## config.mk

```make
export PLATFORM = sky130hd
export DESIGN_NAME = ueb_register_bank
export DESIGN_NICKNAME = d
export VERILOG_FILES = /design/src/logic/ueb_pkg.sv /design/src/logic/ueb_irq_gate.sv /design/src/logic/ueb_register_bank.sv
export SDC_FILE = /design/constraint.sdc
export NUM_CORES = 1
export LEC_CHECK = 0
export BUFFER_PORTS_ARGS = -buffer_cell sky130_fd_sc_hd__buf_2
export CAP_MARGIN = 20
export CORE_MARGIN = 3
export CORE_UTILIZATION = 50
export CTS_CLUSTER_SIZE = 12
export DETAILED_ROUTE_END_ITERATION = 7
export HOLD_SLACK_MARGIN = 0.1
export MAX_ROUTING_LAYER = met4
export PLACE_DENSITY_LB_ADDON = 0.08
export SYNTH_ARGS = -nofsm -noshare
export SYNTH_HDL_FRONTEND = slang
export SYNTH_SLANG_ARGS = --single-unit
```

## constraint.sdc

```tcl
create_clock -name ref_clk -period 7.2 [get_ports ref_clk]
set_clock_uncertainty 0.05 [all_clocks]
set_input_delay 0.72 -clock ref_clk [delete_from_list [all_inputs] [get_ports ref_clk]]
set_output_delay 0.72 -clock ref_clk [all_outputs]
set_load 0.03 [all_outputs]
```

## src/logic/ueb_pkg.sv

```systemverilog
package ueb_pkg;

  // ----------------------------------------------------------------
  // register offsets
  // ----------------------------------------------------------------
  localparam logic [3:0] ADDR_HOLD      = 4'h0;
  localparam logic [3:0] ADDR_MASK      = 4'h1;
  localparam logic [3:0] ADDR_SRC       = 4'h2;
  localparam logic [3:0] ADDR_LINE      = 4'h3;
  localparam logic [3:0] ADDR_MODEM     = 4'h4;
  localparam logic [3:0] ADDR_LSTAT     = 4'h5;
  localparam logic [3:0] ADDR_MSTAT     = 4'h6;
  localparam logic [3:0] ADDR_SEVEN     = 4'h7;
  localparam logic [3:0] ADDR_GPIO_DIR  = 4'hA;
  localparam logic [3:0] ADDR_GPIO_LVL  = 4'hB;
  localparam logic [3:0] ADDR_GPIO_MASK = 4'hC;
  localparam logic [3:0] ADDR_RESERVED  = 4'hD;
  localparam logic [3:0] ADDR_IO_SETUP  = 4'hE;
  localparam logic [3:0] ADDR_EXTRA     = 4'hF;

  // ----------------------------------------------------------------
  // access keys and field positions
  // ----------------------------------------------------------------
  localparam logic [7:0] LINE_KEY_ENH   = 8'hBF;
  localparam int         LINE_DIV_BIT   = 7;
  localparam int         ENH_UNLOCK_BIT = 4;
  localparam int         QUEUE_EN_BIT   = 0;
  localparam int         IO_RESET_BIT   = 3;

  // enhanced mask, queue and modem bits only take writes while the unlock bit is set; io setup and extra bits always do
  localparam logic [7:0] MASK_ENH_BITS  = 8'hF0;
  localparam logic [7:0] QUEUE_ENH_BITS = 8'h30;
  localparam logic [7:0] MODEM_ENH_BITS = 8'hE0;
  localparam logic [7:0] IO_SETUP_BITS  = 8'h07;
  localparam logic [7:0] EXTRA_BITS     = 8'h86;

  // ----------------------------------------------------------------
  // reset values
  // ----------------------------------------------------------------
  localparam logic [7:0] RST_BYTE       = 8'h00;
  localparam logic [7:0] RST_LINE       = 8'h00;

  // ----------------------------------------------------------------
  // interrupt source codes, status bits 5:0
  // ----------------------------------------------------------------
  localparam logic [5:0] SRC_LINE_ERR   = 6'h06;
  localparam logic [5:0] SRC_RX_READY   = 6'h04;
  localparam logic [5:0] SRC_TX_READY   = 6'h02;
  localparam logic [5:0] SRC_MODEM      = 6'h00;
  localparam logic [5:0] SRC_PAUSE_CHAR = 6'h10;
  localparam logic [5:0] SRC_FLOW_PIN   = 6'h20;
  localparam logic [5:0] SRC_NONE       = 6'h01;

endpackage

```

## src/logic/ueb_irq_gate.sv

```systemverilog
`timescale 1ns/1ps

module ueb_irq_gate
  import ueb_pkg::*;
(
  input  wire logic [7:0] irqMask,
  input  wire logic       enhanced,
  input  wire logic       fifoEnabled,
  input  wire logic       rxDataReady,
  input  wire logic       rxFifoTrigger,
  input  wire logic       txReady,
  input  wire logic       lineError,
  input  wire logic       modemChange,
  input  wire logic       pauseCharSeen,
  input  wire logic       flowPinRise,
  output logic      [5:0] sourceCode,
  output logic            pending
);

  // ----------------------------------------------------------------
  // source gating
  // ----------------------------------------------------------------
  wire logic rxSource  = fifoEnabled ? rxFifoTrigger : rxDataReady;
  wire logic rxGated   = irqMask[0] & rxSource;
  wire logic txGated   = irqMask[1] & txReady;
  wire logic lineGated = irqMask[2] & lineError;
  wire logic modGated  = irqMask[3] & modemChange;
  wire logic xoffGated = enhanced & irqMask[5] & pauseCharSeen;
  wire logic flowGated = enhanced & (irqMask[6] | irqMask[7]) & flowPinRise;

  // ----------------------------------------------------------------
  // source code, highest level first
  // ----------------------------------------------------------------
  assign sourceCode = lineGated ? SRC_LINE_ERR   :
                      rxGated   ? SRC_RX_READY   :
                      txGated   ? SRC_TX_READY   :
                      modGated  ? SRC_MODEM      :
                      xoffGated ? SRC_PAUSE_CHAR :
                      flowGated ? SRC_FLOW_PIN   :
                                  SRC_NONE;
  assign pending = lineGated | rxGated | txGated | modGated | xoffGated | flowGated;

endmodule // ueb_irq_gate

```

## src/logic/ueb_register_bank.sv

```systemverilog
`timescale 1ns/1ps
// Summary of operation
// - Enhanced bits accept writes and act only while the unlock bit of the enhanced register is set.
// - The unlock bit opens mask bits 7:4, status bits 5:4, queue bits 5:4, modem bits 7:5, fraction.
// - Receive, transmit, line and modem interrupt sources pass only where their mask bit is set.
// - The highest-priority source passing the mask is reported in the interrupt status register for the host.
// - The receive holding register is read-only and host writes never disturb received data.
// - The transmit holding register is write-only; writes queue a character, reads give rx data.
// - Flow-control characters and the enhanced register are reachable only with line control at BF.
// - With mask bit 0 the rx interrupt follows a held character, or the trigger level in FIFO mode.

module ueb_register_bank
  import ueb_pkg::*;
(
  input  wire logic       ref_clk,
  input  wire logic       reset,
  input  wire logic [3:0] regAddr,
  input  wire logic       regWrite,
  input  wire logic       regRead,
  input  wire logic [7:0] regWdata,
  output logic      [7:0] regRdata,
  input  wire logic [7:0] rxChar,
  input  wire logic       rxDataReady,
  input  wire logic       rxFifoTrigger,
  input  wire logic       txReady,
  input  wire logic       lineError,
  input  wire logic       modemChange,
  input  wire logic       pauseCharSeen,
  input  wire logic       flowPinRise,
  input  wire logic [7:0] lineStatusIn,
  input  wire logic [7:0] modemStatusIn,
  input  wire logic [7:0] gpioIn,
  output logic            rxPop,
  output logic      [7:0] txChar,
  output logic            txPush,
  output logic            queueWrite,
  output logic      [7:0] queueCtrl,
  output logic      [7:0] lineCtrl,
  output logic      [7:0] modemCtrl,
  output logic      [7:0] irqMaskEff,
  output logic      [5:0] irqSource,
  output logic            irqPending,
  output logic     [15:0] baudDivisor,
  output logic      [7:0] baudFraction,
  output logic      [7:0] enhancedCtrl,
  output logic     [31:0] flowChars,
  output logic      [7:0] gpioDir,
  output logic      [7:0] gpioOut,
  output logic      [7:0] gpioIrqMask,
  output logic      [2:0] ioSetup,
  output logic            uartSoftReset,
  output logic      [7:0] extraCtrl
);

  // ----------------------------------------------------------------
  // storage
  // ----------------------------------------------------------------
  logic [7:0] lineReg,  lineNext;
  logic [7:0] maskReg,  maskNext;
  logic [7:0] queueReg, queueNext;
  logic [7:0] modemReg, modemNext;
  logic [7:0] dllReg,   dllNext;
  logic [7:0] dlmReg,   dlmNext;
  logic [7:0] fracReg,  fracNext;
  logic [7:0] enhReg,   enhNext;
  logic [7:0] xon1Reg,  xon1Next;
  logic [7:0] xon2Reg,  xon2Next;
  logic [7:0] xoff1Reg, xoff1Next;
  logic [7:0] xoff2Reg, xoff2Next;
  logic [7:0] dirReg,   dirNext;
  logic [7:0] lvlReg,   lvlNext;
  logic [7:0] gmaskReg, gmaskNext;
  logic [2:0] ioReg,    ioNext;
  logic [7:0] extraReg, extraNext;
  logic [7:0] txReg;
  logic       txPushReg;
  logic       queueWriteReg;
  logic       swResetReg;
  logic [7:0] rdataReg;

  // ----------------------------------------------------------------
  // address decode
  // ----------------------------------------------------------------
  wire logic bankEnh  = (lineReg == LINE_KEY_ENH);
  wire logic bankDiv  = lineReg[LINE_DIV_BIT] & ~bankEnh;
  wire logic bankStd  = ~bankEnh & ~bankDiv;
  wire logic unlocked = enhReg[ENH_UNLOCK_BIT];

  wire logic hitHold  = (regAddr == ADDR_HOLD);
  wire logic hitMask  = (regAddr == ADDR_MASK);
  wire logic hitSrc   = (regAddr == ADDR_SRC);
  wire logic hitModem = (regAddr == ADDR_MODEM);
  wire logic hitLstat = (regAddr == ADDR_LSTAT);
  wire logic hitMstat = (regAddr == ADDR_MSTAT);
  wire logic hitSeven = (regAddr == ADDR_SEVEN);

  wire logic wrLine   = regWrite & (regAddr == ADDR_LINE);
  wire logic wrDll    = regWrite & hitHold  & bankDiv;
  wire logic wrDlm    = regWrite & hitMask  & bankDiv;
  wire logic wrFrac   = regWrite & hitSrc   & bankDiv & unlocked;
  wire logic wrEnh    = regWrite & hitSrc   & bankEnh;
  wire logic wrTx     = regWrite & hitHold  & ~bankDiv;
  wire logic wrMask   = regWrite & hitMask  & ~bankDiv;
  wire logic wrQueue  = regWrite & hitSrc   & bankStd;
  wire logic wrModem  = regWrite & hitModem & ~bankEnh;
  wire logic wrXon1   = regWrite & hitModem & bankEnh;
  wire logic wrXon2   = regWrite & hitLstat & bankEnh;
  wire logic wrXoff1  = regWrite & hitMstat & bankEnh;
  wire logic wrXoff2  = regWrite & hitSeven & bankEnh;
  wire logic wrDir    = regWrite & (regAddr == ADDR_GPIO_DIR);
  wire logic wrLvl    = regWrite & (regAddr == ADDR_GPIO_LVL);
  wire logic wrGmask  = regWrite & (regAddr == ADDR_GPIO_MASK);
  wire logic wrIo     = regWrite & (regAddr == ADDR_IO_SETUP);
  wire logic wrExtra  = regWrite & (regAddr == ADDR_EXTRA);

  // ----------------------------------------------------------------
  // write data, locked enhanced bits keep their old value
  // ----------------------------------------------------------------
  wire logic [7:0] maskKeep  = unlocked ? 8'h00 : MASK_ENH_BITS;
  wire logic [7:0] queueKeep = unlocked ? 8'h00 : QUEUE_ENH_BITS;
  wire logic [7:0] modemKeep = unlocked ? 8'h00 : MODEM_ENH_BITS;

  assign lineNext  = wrLine  ? regWdata : lineReg;
  assign maskNext  = wrMask  ? ((regWdata & ~maskKeep) | (maskReg & maskKeep)) : maskReg;
  assign queueNext = wrQueue ? ((regWdata & ~queueKeep) | (queueReg & queueKeep)) : queueReg;
  assign modemNext = wrModem ? ((regWdata & ~modemKeep) | (modemReg & modemKeep)) : modemReg;
  assign dllNext   = wrDll   ? regWdata : dllReg;
  assign dlmNext   = wrDlm   ? regWdata : dlmReg;
  assign fracNext  = wrFrac  ? regWdata : fracReg;
  assign enhNext   = wrEnh   ? regWdata : enhReg;
  assign xon1Next  = wrXon1  ? regWdata : xon1Reg;
  assign xon2Next  = wrXon2  ? regWdata : xon2Reg;
  assign xoff1Next = wrXoff1 ? regWdata : xoff1Reg;
  assign xoff2Next = wrXoff2 ? regWdata : xoff2Reg;
  assign dirNext   = wrDir   ? regWdata : dirReg;
  assign lvlNext   = wrLvl   ? regWdata : lvlReg;
  assign gmaskNext = wrGmask ? regWdata : gmaskReg;
  assign ioNext    = wrIo    ? regWdata[2:0] : ioReg;
  assign extraNext = wrExtra ? (regWdata & EXTRA_BITS) : extraReg;

  // ----------------------------------------------------------------
  // interrupt gating
  // ----------------------------------------------------------------
  logic [5:0] srcCode;
  logic       srcPending;

  ueb_irq_gate u_irq_gate (
    .irqMask       (maskReg),
    .enhanced      (unlocked),
    .fifoEnabled   (queueReg[QUEUE_EN_BIT]),
    .rxDataReady   (rxDataReady),
    .rxFifoTrigger (rxFifoTrigger),
    .txReady       (txReady),
    .lineError     (lineError),
    .modemChange   (modemChange),
    .pauseCharSeen (pauseCharSeen),
    .flowPinRise   (flowPinRise),
    .sourceCode    (srcCode),
    .pending       (srcPending)
  );

  // ----------------------------------------------------------------
  // read path
  // ----------------------------------------------------------------
  logic [7:0] gpioRead;
  genvar      gi;

  generate
    for (gi = 0; gi < 8; gi++) begin : g_gpio_read
      // outputs read back what was written, inputs read the pin
      assign gpioRead[gi] = dirReg[gi] ? lvlReg[gi] : gpioIn[gi];
    end
  endgenerate

  wire logic [7:0] isrRead   = {{2{queueReg[QUEUE_EN_BIT]}},
                                (unlocked ? srcCode[5:4] : 2'b00), srcCode[3:0]};
  wire logic [7:0] holdRead  = bankDiv ? dllReg : rxChar;
  wire logic [7:0] maskRead  = bankDiv ? dlmReg : maskReg;
  wire logic [7:0] srcRead   = bankEnh ? enhReg :
                               bankDiv ? (unlocked ? fracReg : 8'h00) : isrRead;
  wire logic [7:0] modemRead = bankEnh ? xon1Reg  : modemReg;
  wire logic [7:0] lstatRead = bankEnh ? xon2Reg  : lineStatusIn;
  wire logic [7:0] mstatRead = bankEnh ? xoff1Reg : modemStatusIn;
  wire logic [7:0] sevenRead = bankEnh ? xoff2Reg : 8'h00;

  logic [7:0] readMux;
  always_comb begin
    unique case (regAddr)
      ADDR_HOLD:      readMux = holdRead;
      ADDR_MASK:      readMux = maskRead;
      ADDR_SRC:       readMux = srcRead;
      ADDR_LINE:      readMux = lineReg;
      ADDR_MODEM:     readMux = modemRead;
      ADDR_LSTAT:     readMux = lstatRead;
      ADDR_MSTAT:     readMux = mstatRead;
      ADDR_SEVEN:     readMux = sevenRead;
      ADDR_GPIO_DIR:  readMux = dirReg;
      ADDR_GPIO_LVL:  readMux = gpioRead;
      ADDR_GPIO_MASK: readMux = gmaskReg;
      ADDR_RESERVED:  readMux = 8'h00;
      ADDR_IO_SETUP:  readMux = {5'h00, ioReg};
      ADDR_EXTRA:     readMux = extraReg;
      default:        readMux = 8'h00;
    endcase
  end

  // ----------------------------------------------------------------
  // registers
  // ----------------------------------------------------------------
  always_ff @(posedge ref_clk or posedge reset) begin
    if (reset) begin
      lineReg  <= RST_LINE;
      maskReg  <= RST_BYTE;
      queueReg <= RST_BYTE;
      modemReg <= RST_BYTE;
      enhReg   <= RST_BYTE;
    end else begin
      lineReg  <= lineNext;
      maskReg  <= maskNext;
      queueReg <= queueNext;
      modemReg <= modemNext;
      enhReg   <= enhNext;
    end
  end

  always_ff @(posedge ref_clk or posedge reset) begin
    if (reset) begin
      dllReg   <= RST_BYTE;
      dlmReg   <= RST_BYTE;
      fracReg  <= RST_BYTE;
      xon1Reg  <= RST_BYTE;
      xon2Reg  <= RST_BYTE;
      xoff1Reg <= RST_BYTE;
      xoff2Reg <= RST_BYTE;
    end else begin
      dllReg   <= dllNext;
      dlmReg   <= dlmNext;
      fracReg  <= fracNext;
      xon1Reg  <= xon1Next;
      xon2Reg  <= xon2Next;
      xoff1Reg <= xoff1Next;
      xoff2Reg <= xoff2Next;
    end
  end

  always_ff @(posedge ref_clk or posedge reset) begin
    if (reset) begin
      dirReg   <= RST_BYTE;
      lvlReg   <= RST_BYTE;
      gmaskReg <= RST_BYTE;
      ioReg    <= 3'b000;
      extraReg <= RST_BYTE;
    end else begin
      dirReg   <= dirNext;
      lvlReg   <= lvlNext;
      gmaskReg <= gmaskNext;
      ioReg    <= ioNext;
      extraReg <= extraNext;
    end
  end

  // transmit queueing, queue control strobe, soft reset and read data
  always_ff @(posedge ref_clk or posedge reset) begin
    if (reset) begin
      txReg         <= RST_BYTE;
      txPushReg     <= 1'b0;
      queueWriteReg <= 1'b0;
      swResetReg    <= 1'b0;
      rdataReg      <= RST_BYTE;
    end else begin
      txReg         <= wrTx ? regWdata : txReg;
      txPushReg     <= wrTx;
      queueWriteReg <= wrQueue;
      swResetReg    <= wrIo & regWdata[IO_RESET_BIT];
      rdataReg      <= regRead ? readMux : rdataReg;
    end
  end

  // ----------------------------------------------------------------
  // outputs, enhanced bits act only while unlocked
  // ----------------------------------------------------------------
  assign regRdata      = rdataReg;
  assign rxPop         = regRead & hitHold & ~bankDiv;
  assign txChar        = txReg;
  assign txPush        = txPushReg;
  assign queueWrite    = queueWriteReg;
  assign queueCtrl     = queueReg & ~queueKeep;
  assign lineCtrl      = lineReg;
  assign modemCtrl     = modemReg & ~modemKeep;
  assign irqMaskEff    = maskReg & ~maskKeep;
  assign irqSource     = isrRead[5:0];
  assign irqPending    = srcPending;
  assign baudDivisor   = {dlmReg, dllReg};
  assign baudFraction  = unlocked ? fracReg : 8'h00;
  assign enhancedCtrl  = enhReg;
  assign flowChars     = {xoff2Reg, xoff1Reg, xon2Reg, xon1Reg};
  assign gpioDir       = dirReg;
  assign gpioOut       = lvlReg;
  assign gpioIrqMask   = gmaskReg;
  assign ioSetup       = ioReg;
  assign uartSoftReset = swResetReg;
  assign extraCtrl     = extraReg;

endmodule // ueb_register_bank

```

==> results by group, run 1 <==
Clocking
  • PostCTS Resize Cnt: 0
  • Post CTS Setup Buffer Count: 0
  • CTS tree: yes
  • # H-tree levels: 4
  • Skew-Pair Late Insertion Delay: 0.42 ns
  • Clk buf depth: 2
  • TritonCTS Buffers: 17
  • Clock transition at the registers of the reported paths: 0.06 ns
  • Hold_buf cts: 0
  • CTS root buffer: clkbuf_16
  • Clock Sinks: 145

GRT
  • Overall Global Routing Usage: 30.3%
  • Largest net degree at the start of global routing: 79
  • Remaining Overflow, GRT: 0
  • Vias in the first global route: 5,959
  • Antenna violations before repair: 0
  • First-pass GRT wire length: 36,100 µm

STA
  • Period utilization: 44.9%
  • Hold_ws: 0.384 ns
  • RSZ-0062 raised after global routing: no
  • Setup violations, final: 0
  • Tightest Pin Transition: 1.04 ns
  • Max_slew headroom: 30.4%
  • Min cycle time layout: 3.23 ns
  • Max-slew violations: 0
  • Setup TNS: 0 ns
  • Hold Fails Final Rpt: 0
  • Final worst setup slack: 3.97 ns
  • Max Clk Rate: 310 MHz

Yosys
  • Fraction of the yosys area taken by sequential cells: 48.4%
  • Top_reg_cell synth: dfrtp_1
  • Synth area leader: dfrtp_1
  • Main area contributors after synthesis: dfrtp_1, mux2_2, buf_4
  • Ys async rst share: 100%
  • Post-synthesis cell type count: 64
  • Mapped Area: 7490 µm²
  • Number of enable flip-flop cells after synthesis: 0
  • Most frequent cells after synthesis: mux2_2, dfrtp_1, nand2_1, buf_4, mux2i_1
  • Post-Synthesis Cells: 612
  • Synth Area per Inst: 12.2 µm²
  • Post-synth top area share: 48.4%
  • Most frequent cell after synthesis: mux2_2
  • YS warnings: 0
  • Number of synthesized register bits: 145

Power and ir drop
  • NetSw: 0.893 mW
  • P_leak: 4.62 nW
  • Int Power: 1.69 mW
  • Switching Fraction: 34.6%
  • Combinational share of power: 26.0%
  • Sequential share of power: 39.8%
  • Overall Power: 2.58 mW
  • Clock share of power: 34.2%
  • Power Dens Cells: 286 nW/µm²
  • VDD IR max: 0.160 mV

Die
  • Starting Density: 51.4%
  • Die area: 16,500 µm²
  • Die height: 128 µm
  • Core Region: 14,600 µm²
  • Row count: 44
  • Num ports: 213
  • Die X: 128 µm

Cells and area
  • Filler cells: 1,231
  • Finished Layout Cells: 981
  • Final instance area: 9030 µm²
  • Total Nets Final: 839
  • Layout cells sized above 1: 51.9%
  • Ant. Diodes: 0
  • Final Util: 61.9%
  • Area grow syn2layout: 20.5%
  • Register Area: 3630 µm²
  • Footprint of the multi-input gates: 3490 µm²

Drt
  • Routed met2 length: 11,200 µm
  • Wl on met1: 10,900 µm
  • DRC: 0
  • Final wirelength: 24,300 µm
  • Highest routing layer actually used: met4
  • Initial DRC count: 503
  • Met3 wire len: 1690 µm
  • 1st-pass router iterations: 5
  • Via-to-Cell Ratio: 6.14
  • Avg WL per Cell: 24.8 µm
  • Final ANT Viol Nets: 0
  • Vias after detailed routing: 6,025

Status
  • Status: completed

Worst setup path
  • Critical Path AT: 3.48 ns
  • R2r worst-path depth: 4
  • Setup crit end kind: flop
  • Reg2reg start: lineCtrl[7]$_DFFE_PP0P_
  • CP Class: flop to flop
  • Critical-path maximum fanout: 19
  • Critical path data required time: 7.45 ns
  • Slack of the worst reg-to-reg path: 3.97 ns
  • Worst reg2reg endpoint: txChar[3]$_DFFE_PP0P_
  • CP startpoint kind: flop

Place
  • DP HPWL: 17,400 µm
  • I/O Buffers: 206
  • Pre-CTS WS: 3.92 ns
  • DP Cell Count: 948
  • Area after DPL: 8430 µm²
  • Gpl congestion: 0.955

Flow run
  • Maximum capacitance violations: 0

Worst hold path
  • HP Class: primary input to async pin
## worst max-delay path by stage
stage | startpoint | endpoint | slack [ns] | cells past startpoint
3_3_place_gp | lineCtrl[7]$_DFFE_PP0P_ | regRdata[7]$_DFFE_PP0P_ | 4.06 | 5
3_5_place_dp | lineCtrl[7]$_DFFE_PP0P_ | regRdata[7]$_DFFE_PP0P_ | 3.92 | 5
4_1_cts | lineCtrl[7]$_DFFE_PP0P_ | regRdata[7]$_DFFE_PP0P_ | 3.93 | 5
6_report | lineCtrl[7]$_DFFE_PP0P_ | txChar[3]$_DFFE_PP0P_ | 3.97 | 4
5_1_grt | lineCtrl[7]$_DFFE_PP0P_ | txChar[3]$_DFFE_PP0P_ | 3.89 | 4
2_1_floorplan | reset | async pin | 2.54 | 1
## worst max-delay path: stages, from the launching register on
cell and delay [ns]:
dfrtp_1 0.75, nand4b_2 0.29, o21ai_2 0.86, and3_1 0.74, mux2_2 0.41
## final cells by class
type | instances | share of cell area, %
clock buffer | 20 | 5.17
clock inverter | 12 | 1.43
inverter | 10 | 0.471
multi-input combinational | 402 | 38.6
sequential | 145 | 40.2
tap | 184 | 2.55
timing repair buffer | 208 | 11.6
## cells by family (layout without fill, tap and decap cells)
family          count (synthesis)  in the layout  synth area share [%]
compound gates                 87             87                  9.12
buf+inv                        70            250                  5.31
mux                           177            177                  26.4
simple gates                  132            132                  10.7
flops                         145            145                  48.4
other cells                     1              6                0.0500
## power by group through the flow
| stage | sequential (mW) | combinational (mW) | clock (mW) |
|---|---|---|---|
| final | 1.03 | 0.672 | 0.883 |
| after floorplan | 1.18 | 0.335 | 0 |
| after detailed placement | 1.04 | 0.672 | 0 |
| after global routing | 1.04 | 0.709 | 0.929 |
| after global placement | 1.03 | 0.665 | 0 |
| after CTS | 1.03 | 0.675 | 0.897 |
## per-layer routing
| layer | track usage (%) | vias to the layer above |
|---|---|---|
| met5 | - | - |
| met4 | 9.68 | 0 |
| met3 | 5.65 | 39 |
| met2 | 45.0 | 290 |
| met1 | 42.3 | 3090 |
| li1 | - | 2606 |
## layout by cell type, fill, tap and decap left out, types with 5 or more instances in the layout
master and instances:
a211oi_1 5, a21oi_1 8, a22oi_1 9, a31oi_1 6, and2_1 19, and3_1 9, buf_2 206, clkbuf_16 17
conb_1 6, dfrtp_1 145, inv_1 9, mux2_2 155, mux2i_1 20, nand2_1 33, nand3_1 10, nand4_1 5
nor2_1 9, nor2b_1 13, nor3_1 5, o211ai_1 6, o21ai_0 6
Note: power is estimated with default switching activity, not from simulation.
==> run 2: changes to the inputs <==
--- a/config.mk
+++ b/config.mk
@@ -5,10 +5,11 @@
 export SDC_FILE = /design/constraint.sdc
 export NUM_CORES = 1
 export LEC_CHECK = 0
+export ABC_AREA = 1
 export BUFFER_PORTS_ARGS = -buffer_cell sky130_fd_sc_hd__buf_2
 export CAP_MARGIN = 20
 export CORE_MARGIN = 3
-export CORE_UTILIZATION = 50
+export CORE_UTILIZATION = 48
 export CTS_CLUSTER_SIZE = 12
 export DETAILED_ROUTE_END_ITERATION = 7
 export HOLD_SLACK_MARGIN = 0.1
==> constraint.sdc (replaced) <==
create_clock -name ref_clk -period 2.92 [get_ports ref_clk]
set_clock_uncertainty 0.05 [all_clocks]
set_input_delay 0.292 -clock ref_clk [delete_from_list [all_inputs] [get_ports ref_clk]]
set_output_delay 0.292 -clock ref_clk [all_outputs]
set_load 0.03 [all_outputs]
==> run 2 against run 1 <==
Non-clock buffer count increased by 10; via count increased by 21%; count of clock-buffer cells in the layout increased by 4; final area increased by 1.7%; power increased by 130%; synthesized area increased by 0.45%; critical path depth increased by 3; die area increased by 4.4%; largest cell class unchanged; largest power group unchanged.
==> results by group, run 2 <==
Worst setup path
  • Crit path launch: lineCtrl[0]$_DFFE_PP0P_
  • Critical-path maximum fanout: 37 (+18)
  • Critical path data required time: 2.58 ns (-4.87 ns)
  • CP startpoint kind: flop
  • Reg2reg start: lineCtrl[0]$_DFFE_PP0P_
  • CP Class: flop to primary output
  • Setup crit end kind: primary output
  • Critical Path AT: 2.23 ns (-1.25 ns)

Power and ir drop
  • Clock share of power: 35.1% (+0.9 points)
  • Switching Fraction: 35.1% (+0.53 points)
  • Sequential share of power: 40.5% (+0.7 points)
  • Combinational share of power: 24.4% (-1.6 points)
  • NetSw: 2.13 mW (+140%)
  • Power Dens Cells: 660 nW/µm² (+130%)
  • P_leak: 5.13 nW (+11%)
  • Int Power: 3.93 mW (+130%)
  • VDD IR max: 0.472 mV (+200%)

Cells and area
  • Filler cells: 1,480 (+20%)
  • Ant. Diodes: 0 (unchanged)
  • Layout cells sized above 1: 25.0% (-27 points)
  • Most frequent cells in the layout: nand2_1, buf_2, dfrtp_1
  • Register Area: 3630 µm² (unchanged)
  • Footprint of the multi-input gates: 3200 µm² (-8.1%)
  • Total Nets Final: 1,218 (+45%)
  • Leading cell type in the layout, fill and taps excluded: nand2_1
  • Area grow syn2layout: 21.9%

Yosys
  • YS warnings: 0 (unchanged)
  • Number of synthesized register bits: 145 (unchanged)
  • Post-synthesis cell type count: 33 (-48%)
  • Main area contributors after synthesis: dfrtp_1, nand2_1, o21ai_0
  • Most frequent cell after synthesis: nand2_1
  • Ys async rst share: 100% (unchanged)
  • Mapped Area: 7530 µm² (+0.45%)
  • Synth area leader: dfrtp_1
  • Fraction of the yosys area taken by sequential cells: 48.2% (-0.22 points)
  • Post-Synthesis Cells: 983 (+61%)
  • Top_reg_cell synth: dfrtp_1
  • Most frequent cells after synthesis: nand2_1, dfrtp_1, o21ai_0, inv_1, nand3_1
  • Post-synth top area share: 48.2% (-0.22 points)
  • Number of enable flip-flop cells after synthesis: 0 (unchanged)
  • Synth Area per Inst: 7.66 µm² (-37%)

Die
  • Starting Density: 49.3% (-2.0 points)
  • Die height: 131 µm (+2.2%)
  • Core Region: 15,300 µm² (+4.6%)
  • Die X: 131 µm (+2.2%)
  • Row count: 45 (+2.3%)
  • Num ports: 213 (unchanged)
  • Die area: 17,200 µm² (+4.4%)

Drt
  • Vias after detailed routing: 7,264 (+21%)
  • Final ANT Viol Nets: 0 (unchanged)
  • Via-to-Cell Ratio: 5.24 (-15%)
  • Final wirelength: 25,100 µm (+3.3%)
  • Avg WL per Cell: 18.1 µm (-27%)
  • Initial DRC count: 776 (+54%)
  • 1st-pass router iterations: 7 (+2)
  • DRC: 0 (unchanged)

GRT
  • Largest net degree at the start of global routing: 46 (-42%)
  • Antenna violations before repair: 0 (unchanged)
  • Overall Global Routing Usage: 30.0% (-0.26 points)
  • Remaining Overflow, GRT: 0 (unchanged)
  • First-pass GRT wire length: 39,200 µm (+8.6%)
  • Vias in the first global route: 6,810 (+14%)

STA
  • Max-slew violations: 0 (unchanged)
  • Period utilization: 88.0%
  • Max Clk Rate: 389 MHz
  • Hold_ws: 0.137 ns (-0.247 ns)
  • Tightest Pin Transition: 0.969 ns (-0.0724 ns)
  • Setup TNS: 0 ns (unchanged)
  • Hold Fails Final Rpt: 0 (unchanged)
  • Min cycle time layout: 2.57 ns
  • Max_slew headroom: 35.3% (+4.9 points)
  • RSZ-0062 raised after global routing: no
  • Setup violations, final: 0 (unchanged)

Clocking
  • Clock Sinks: 145 (unchanged)
  • Skew-Pair Late Insertion Delay: 0.42 ns (about the same)
  • # H-tree levels: 4 (unchanged)
  • TritonCTS Buffers: 17 (unchanged)
  • Clk buf depth: 2 (unchanged)
  • Clock transition at the registers of the reported paths: 0.06 ns (about the same)
  • CTS root buffer: clkbuf_16
  • CTS tree: yes
  • Post CTS Setup Buffer Count: 0 (unchanged)

Place
  • DP HPWL: 17,900 µm (+2.8%)
  • I/O Buffers: 206 (unchanged)
  • Gpl congestion: 0.885 (-7.4%)

Worst hold path
  • HP Class: primary input to flop
  • HP Start: regRead

Status
  • Status: completed

Flow run
  • Maximum capacitance violations: 0 (unchanged)
==> run 2: timing repair <==
action,4_1_cts,5_1_grt
hold buffers,2,0
hold endpoints to repair,34,0
resized for setup,0,0
==> run 2: power by group through the flow <==
| stage | clock network [mW] | logic, mW | registers, mW |
|---|---|---|---|
| floorplan | 0 | 0.699 | 2.81 |
| global placement | 0 | 1.46 | 2.48 |
| detailed placement | 0 | 1.47 | 2.48 |
| CTS | 2.15 | 1.48 | 2.45 |
| global route | 2.24 | 1.58 | 2.49 |
| finish | 2.13 | 1.48 | 2.45 |
==> run 2: cell type report <==
type / instances / share of cell area [%]
Clock inverter: 8 / 0.845
Inverter: 93 / 3.84
Clock buffer: 24 / 5.47
Multi-Input combinational cell: 688 / 34.9
Sequential cell: 145 / 39.5
Tap cell: 211 / 2.88
Timing Repair Buffer: 218 / 12.5
==> run 2: path summary, 6_finish.rpt <==
check                           slack [ns]  cells past startpoint                      end
worst max register to register        0.75                      8    dlmReg[6]$_DFFE_PP0P_
worst max-delay path                  0.35                      7                    rxPop
min in group asynchronous             0.55                      3  lineCtrl[0]$_DFFE_PP0P_
worst min-delay path                  0.14                      3  regRdata[5]$_DFFE_PP0P_
worst min register to register        0.42                      2  regRdata[1]$_DFFE_PP0P_
max in group asynchronous             1.46                      4  modemReg[3]$_DFFE_PP0P_
==> run 2: cells by family after synthesis <==
family | after synthesis | share of synthesized area (%)
AOI/OAI and AO/OA | 165 | 11.6
buffers and inverters | 155 | 9.49
DFF | 145 | 48.2
other | 1 | 0.0498
and+or+nand+nor | 517 | 30.7
==> run 2: per-layer routing <==
layer | up-vias | part of all wire [%] | routed length [µm] | GRT usage, %
met1 | 3371 | 45 | 11300 | 42.6
met2 | 374 | 44 | 11100 | 43.9
met5 | - | 0 | 0 | -
met4 | 0 | 2.0 | 494 | 8.28
li1 | 3480 | - | - | -
met3 | 39 | 9.0 | 2260 | 6.58
==> run 2: worst max-delay path, cell delays in order (launching register included) <==
cell and delay [ns]:
dfrtp_1 0.41, nand2_1 0.11, nor2_4 0.16, nand2_4 0.25, nand2_4 0.29, inv_2 0.16, nor3_1 0.18, buf_2 0.23
==> run 2: metrics by stage <==
step	area, µm²	setup WS [ns]	utilization [%]	instances	power [mW]
2_1_floorplan	7550	0.633	-	988	3.51
3_3_place_gp	8580	0.879	56.2	1353	3.93
3_5_place_dp	8580	0.804	56.2	1353	3.96
4_1_cts	9180	0.376	60.2	1387	6.08
5_1_grt	9180	0.194	60.2	1387	6.30
6_report	9180	0.349	60.2	1387	6.06
==> run 3: changes to the inputs <==
--- a/config.mk
+++ b/config.mk
@@ -15,6 +15,7 @@
 export HOLD_SLACK_MARGIN = 0.1
 export MAX_ROUTING_LAYER = met4
 export PLACE_DENSITY_LB_ADDON = 0.08
+export RECOVER_POWER = 25
 export SYNTH_ARGS = -nofsm -noshare
 export SYNTH_HDL_FRONTEND = slang
 export SYNTH_SLANG_ARGS = --single-unit
==> run 3 against run 2 <==
The flow now finishes with violations (capacitance limit, slew limit); sequential cell count is the same; non-clock buffer count unchanged; sequential power hardly changed; clock power about the same; die area unchanged; combinational power decreased by 3%; core utilization shrank 0.66 points.
==> results by group, run 3 (synthesized netlist as in run 2, its figures left out) <==
Cells and area
  • Area grow syn2layout: 20.6%
  • Leading cell type in the layout, fill and taps excluded: nand2_1
  • Final instance area: 9080 µm² (-1.1%)
  • Total Nets Final: 1,218 (unchanged)
  • Layout cells sized above 1: 19.1% (-5.9 points)
  • Footprint of the multi-input gates: 3190 µm² (-0.47%)
  • Ant. Diodes: 0 (unchanged)
  • Most frequent cells in the layout: nand2_1, dfrtp_1, buf_2
  • Register Area: 3630 µm² (unchanged)
  • Filler cells: 1,524 (+3.0%)
  • Finished Layout Cells: 1,387 (unchanged)

Clocking
  • TritonCTS Buffers: 17 (unchanged)
  • Skew-Pair Late Insertion Delay: 0.42 ns (about the same)
  • Clk buf depth: 2 (unchanged)
  • # H-tree levels: 4 (unchanged)
  • CTS tree: yes
  • Clock transition at the registers of the reported paths: 0.06 ns (about the same)
  • Post CTS Setup Buffer Count: 0 (unchanged)
  • Clock Sinks: 145 (unchanged)
  • PostCTS Resize Cnt: 0 (unchanged)
  • CTS root buffer: clkbuf_16
  • Hold_buf cts: 2 (unchanged)

Status
  • Failing checks: capacitance limit, slew limit
  • Status: complete, but fails checks

Power and ir drop
  • Power Dens Cells: 663 nW/µm² (+0.45%)
  • P_leak: 4.88 nW (-4.7%)
  • VDD IR max: 0.470 mV (-0.44%)

STA
  • RSZ-0062 raised after global routing: no
  • Setup TNS: 0 ns (unchanged)
  • Max_slew headroom: -23.0% (-58 points)
  • Period utilization: 88.0% (about the same)
  • Min cycle time layout: 2.57 ns (-0.000718 ns)
  • Hold Fails Final Rpt: 0 (unchanged)
  • Tightest Pin Transition: 1.83 ns (+0.865 ns)
  • Max Clk Rate: 389 MHz (about the same)
  • Final worst setup slack: 0.350 ns (+0.000718 ns)
  • Max-slew violations: 36 (+36)
  • Setup violations, final: 0 (unchanged)

Place
  • I/O Buffers: 206 (unchanged)
  • Pre-CTS WS: 0.804 ns (unchanged)
  • Area after DPL: 8580 µm² (unchanged)
  • DP HPWL: 17,900 µm (unchanged)
  • Gpl congestion: 0.885 (unchanged)
  • DP Cell Count: 1,353 (unchanged)

Worst setup path
  • Crit path buffers/inverters: 2 (unchanged)
  • Slowest CP cell: dfrtp_1
  • Crit-path cells: nand2_1 > nor2_4 > nand2_4 > nand2_4 > inv_2 > nor3_1 > buf_2
  • Critical path depth: 7 (unchanged)
  • CP most frequent cell: nand2_4
  • Crit-path leading delay family: simple AND/OR/NAND/NOR gates
  • Setup crit end kind: primary output
  • CP startpoint kind: flop
  • R2r worst-path depth: 8 (unchanged)
  • Critical-path maximum fanout: 37 (unchanged)
  • Critical path data required time: 2.58 ns (about the same)
  • Critical Path AT: 2.23 ns (about the same)
  • Worst path max stage delay: 0.41 ns (about the same)
  • CP Class: flop to primary output

GRT
  • Largest net degree at the start of global routing: 46 (unchanged)
  • Antenna violations before repair: 0 (unchanged)
  • First-pass GRT wire length: 39,200 µm (unchanged)
  • Remaining Overflow, GRT: 0 (unchanged)
  • Vias in the first global route: 6,810 (unchanged)
  • Overall Global Routing Usage: 30.0% (unchanged)

Drt
  • Via-to-Cell Ratio: 5.21 (-0.61%)
  • Avg WL per Cell: 18.1 µm (-0.22%)
  • 1st-pass router iterations: 6 (-1)
  • Final wirelength: 25,100 µm (-0.22%)
  • Vias after detailed routing: 7,220 (-0.61%)
  • Final ANT Viol Nets: 0 (unchanged)
  • DRC: 0 (unchanged)
  • Initial DRC count: 693 (-11%)

Flow run
  • Maximum capacitance violations: 1 (+1)

Die
  • Die X: 131 µm (unchanged)
  • Starting Density: 49.3% (unchanged)
  • Die height: 131 µm (unchanged)
  • Num ports: 213 (unchanged)
  • Row count: 45 (unchanged)
  • Die area: 17,200 µm² (unchanged)
  • Core Region: 15,300 µm² (unchanged)

Worst hold path
  • Worst hold path depth: 3 (unchanged)
  • HP Class: primary input to flop
[run 3: power by group]
group / switching, mW / internal, mW
Clock: 0.841 / 1.28
Sequential: 0.218 / 2.24
Combinational: 1.07 / 0.370
Total: 2.13 / 3.89
[run 3: cell type report]
type	count	area share [%]
repair buffers	218	11.8
inverters	93	3.86
well taps	211	2.91
clock buffers	24	5.53
multi-input cells	688	35.1
clock inverters	8	0.854
flip-flops and latches	145	40.0
[run 3: worst paths after layout]
kind / start / endpoint / slack [ns]
worst max-delay path: lineCtrl[0]$_DFFE_PP0P_ / rxPop / 0.35
min in group asynchronous: reset / lineCtrl[0]$_DFFE_PP0P_ / 0.83
max in group asynchronous: reset / modemReg[3]$_DFFE_PP0P_ / 0.96
worst min register to register: regRdata[1]$_DFFE_PP0P_ / regRdata[1]$_DFFE_PP0P_ / 0.43
worst max register to register: lineCtrl[0]$_DFFE_PP0P_ / dlmReg[2]$_DFFE_PP0P_ / 0.75
worst min-delay path: regRead / regRdata[0]$_DFFE_PP0P_ / 0.14
[run 3: worst register-to-register path, cell delays in order (launching register included)]
cell	delay, ns
dfrtp_1	0.42
nand2_1	0.12
nor2_4	0.06
nand2_4	0.32
nand2_4	0.25
inv_2	0.25
nand2_1	0.33
nand2_1	0.14
o21ai_1	0.07
[run 3: stage by stage]
| stage | hold WS, ns | total power [mW] | util [%] |
|---|---|---|---|
| 4_1_cts | 0.125 | 6.08 | 60.2 |
| 2_1_floorplan | 0.363 | 3.51 | - |
| 5_1_grt | 0.140 | 6.27 | 59.5 |
| 3_3_place_gp | 0.409 | 3.93 | 56.2 |
| 6_report | 0.140 | 6.02 | 59.5 |
| 3_5_place_dp | 0.411 | 3.96 | 56.2 |
[run 3: layer usage]
| metal | vias to the layer above | global-route usage (%) | part of all wire, % |
|---|---|---|---|
| li1 | 3491 | - | - |
| met1 | 3367 | 42.6 | 46 |
| met3 | 38 | 6.58 | 8.1 |
| met2 | 324 | 43.9 | 44 |
| met4 | 0 | 8.28 | 1.8 |
| met5 | - | - | 0 |
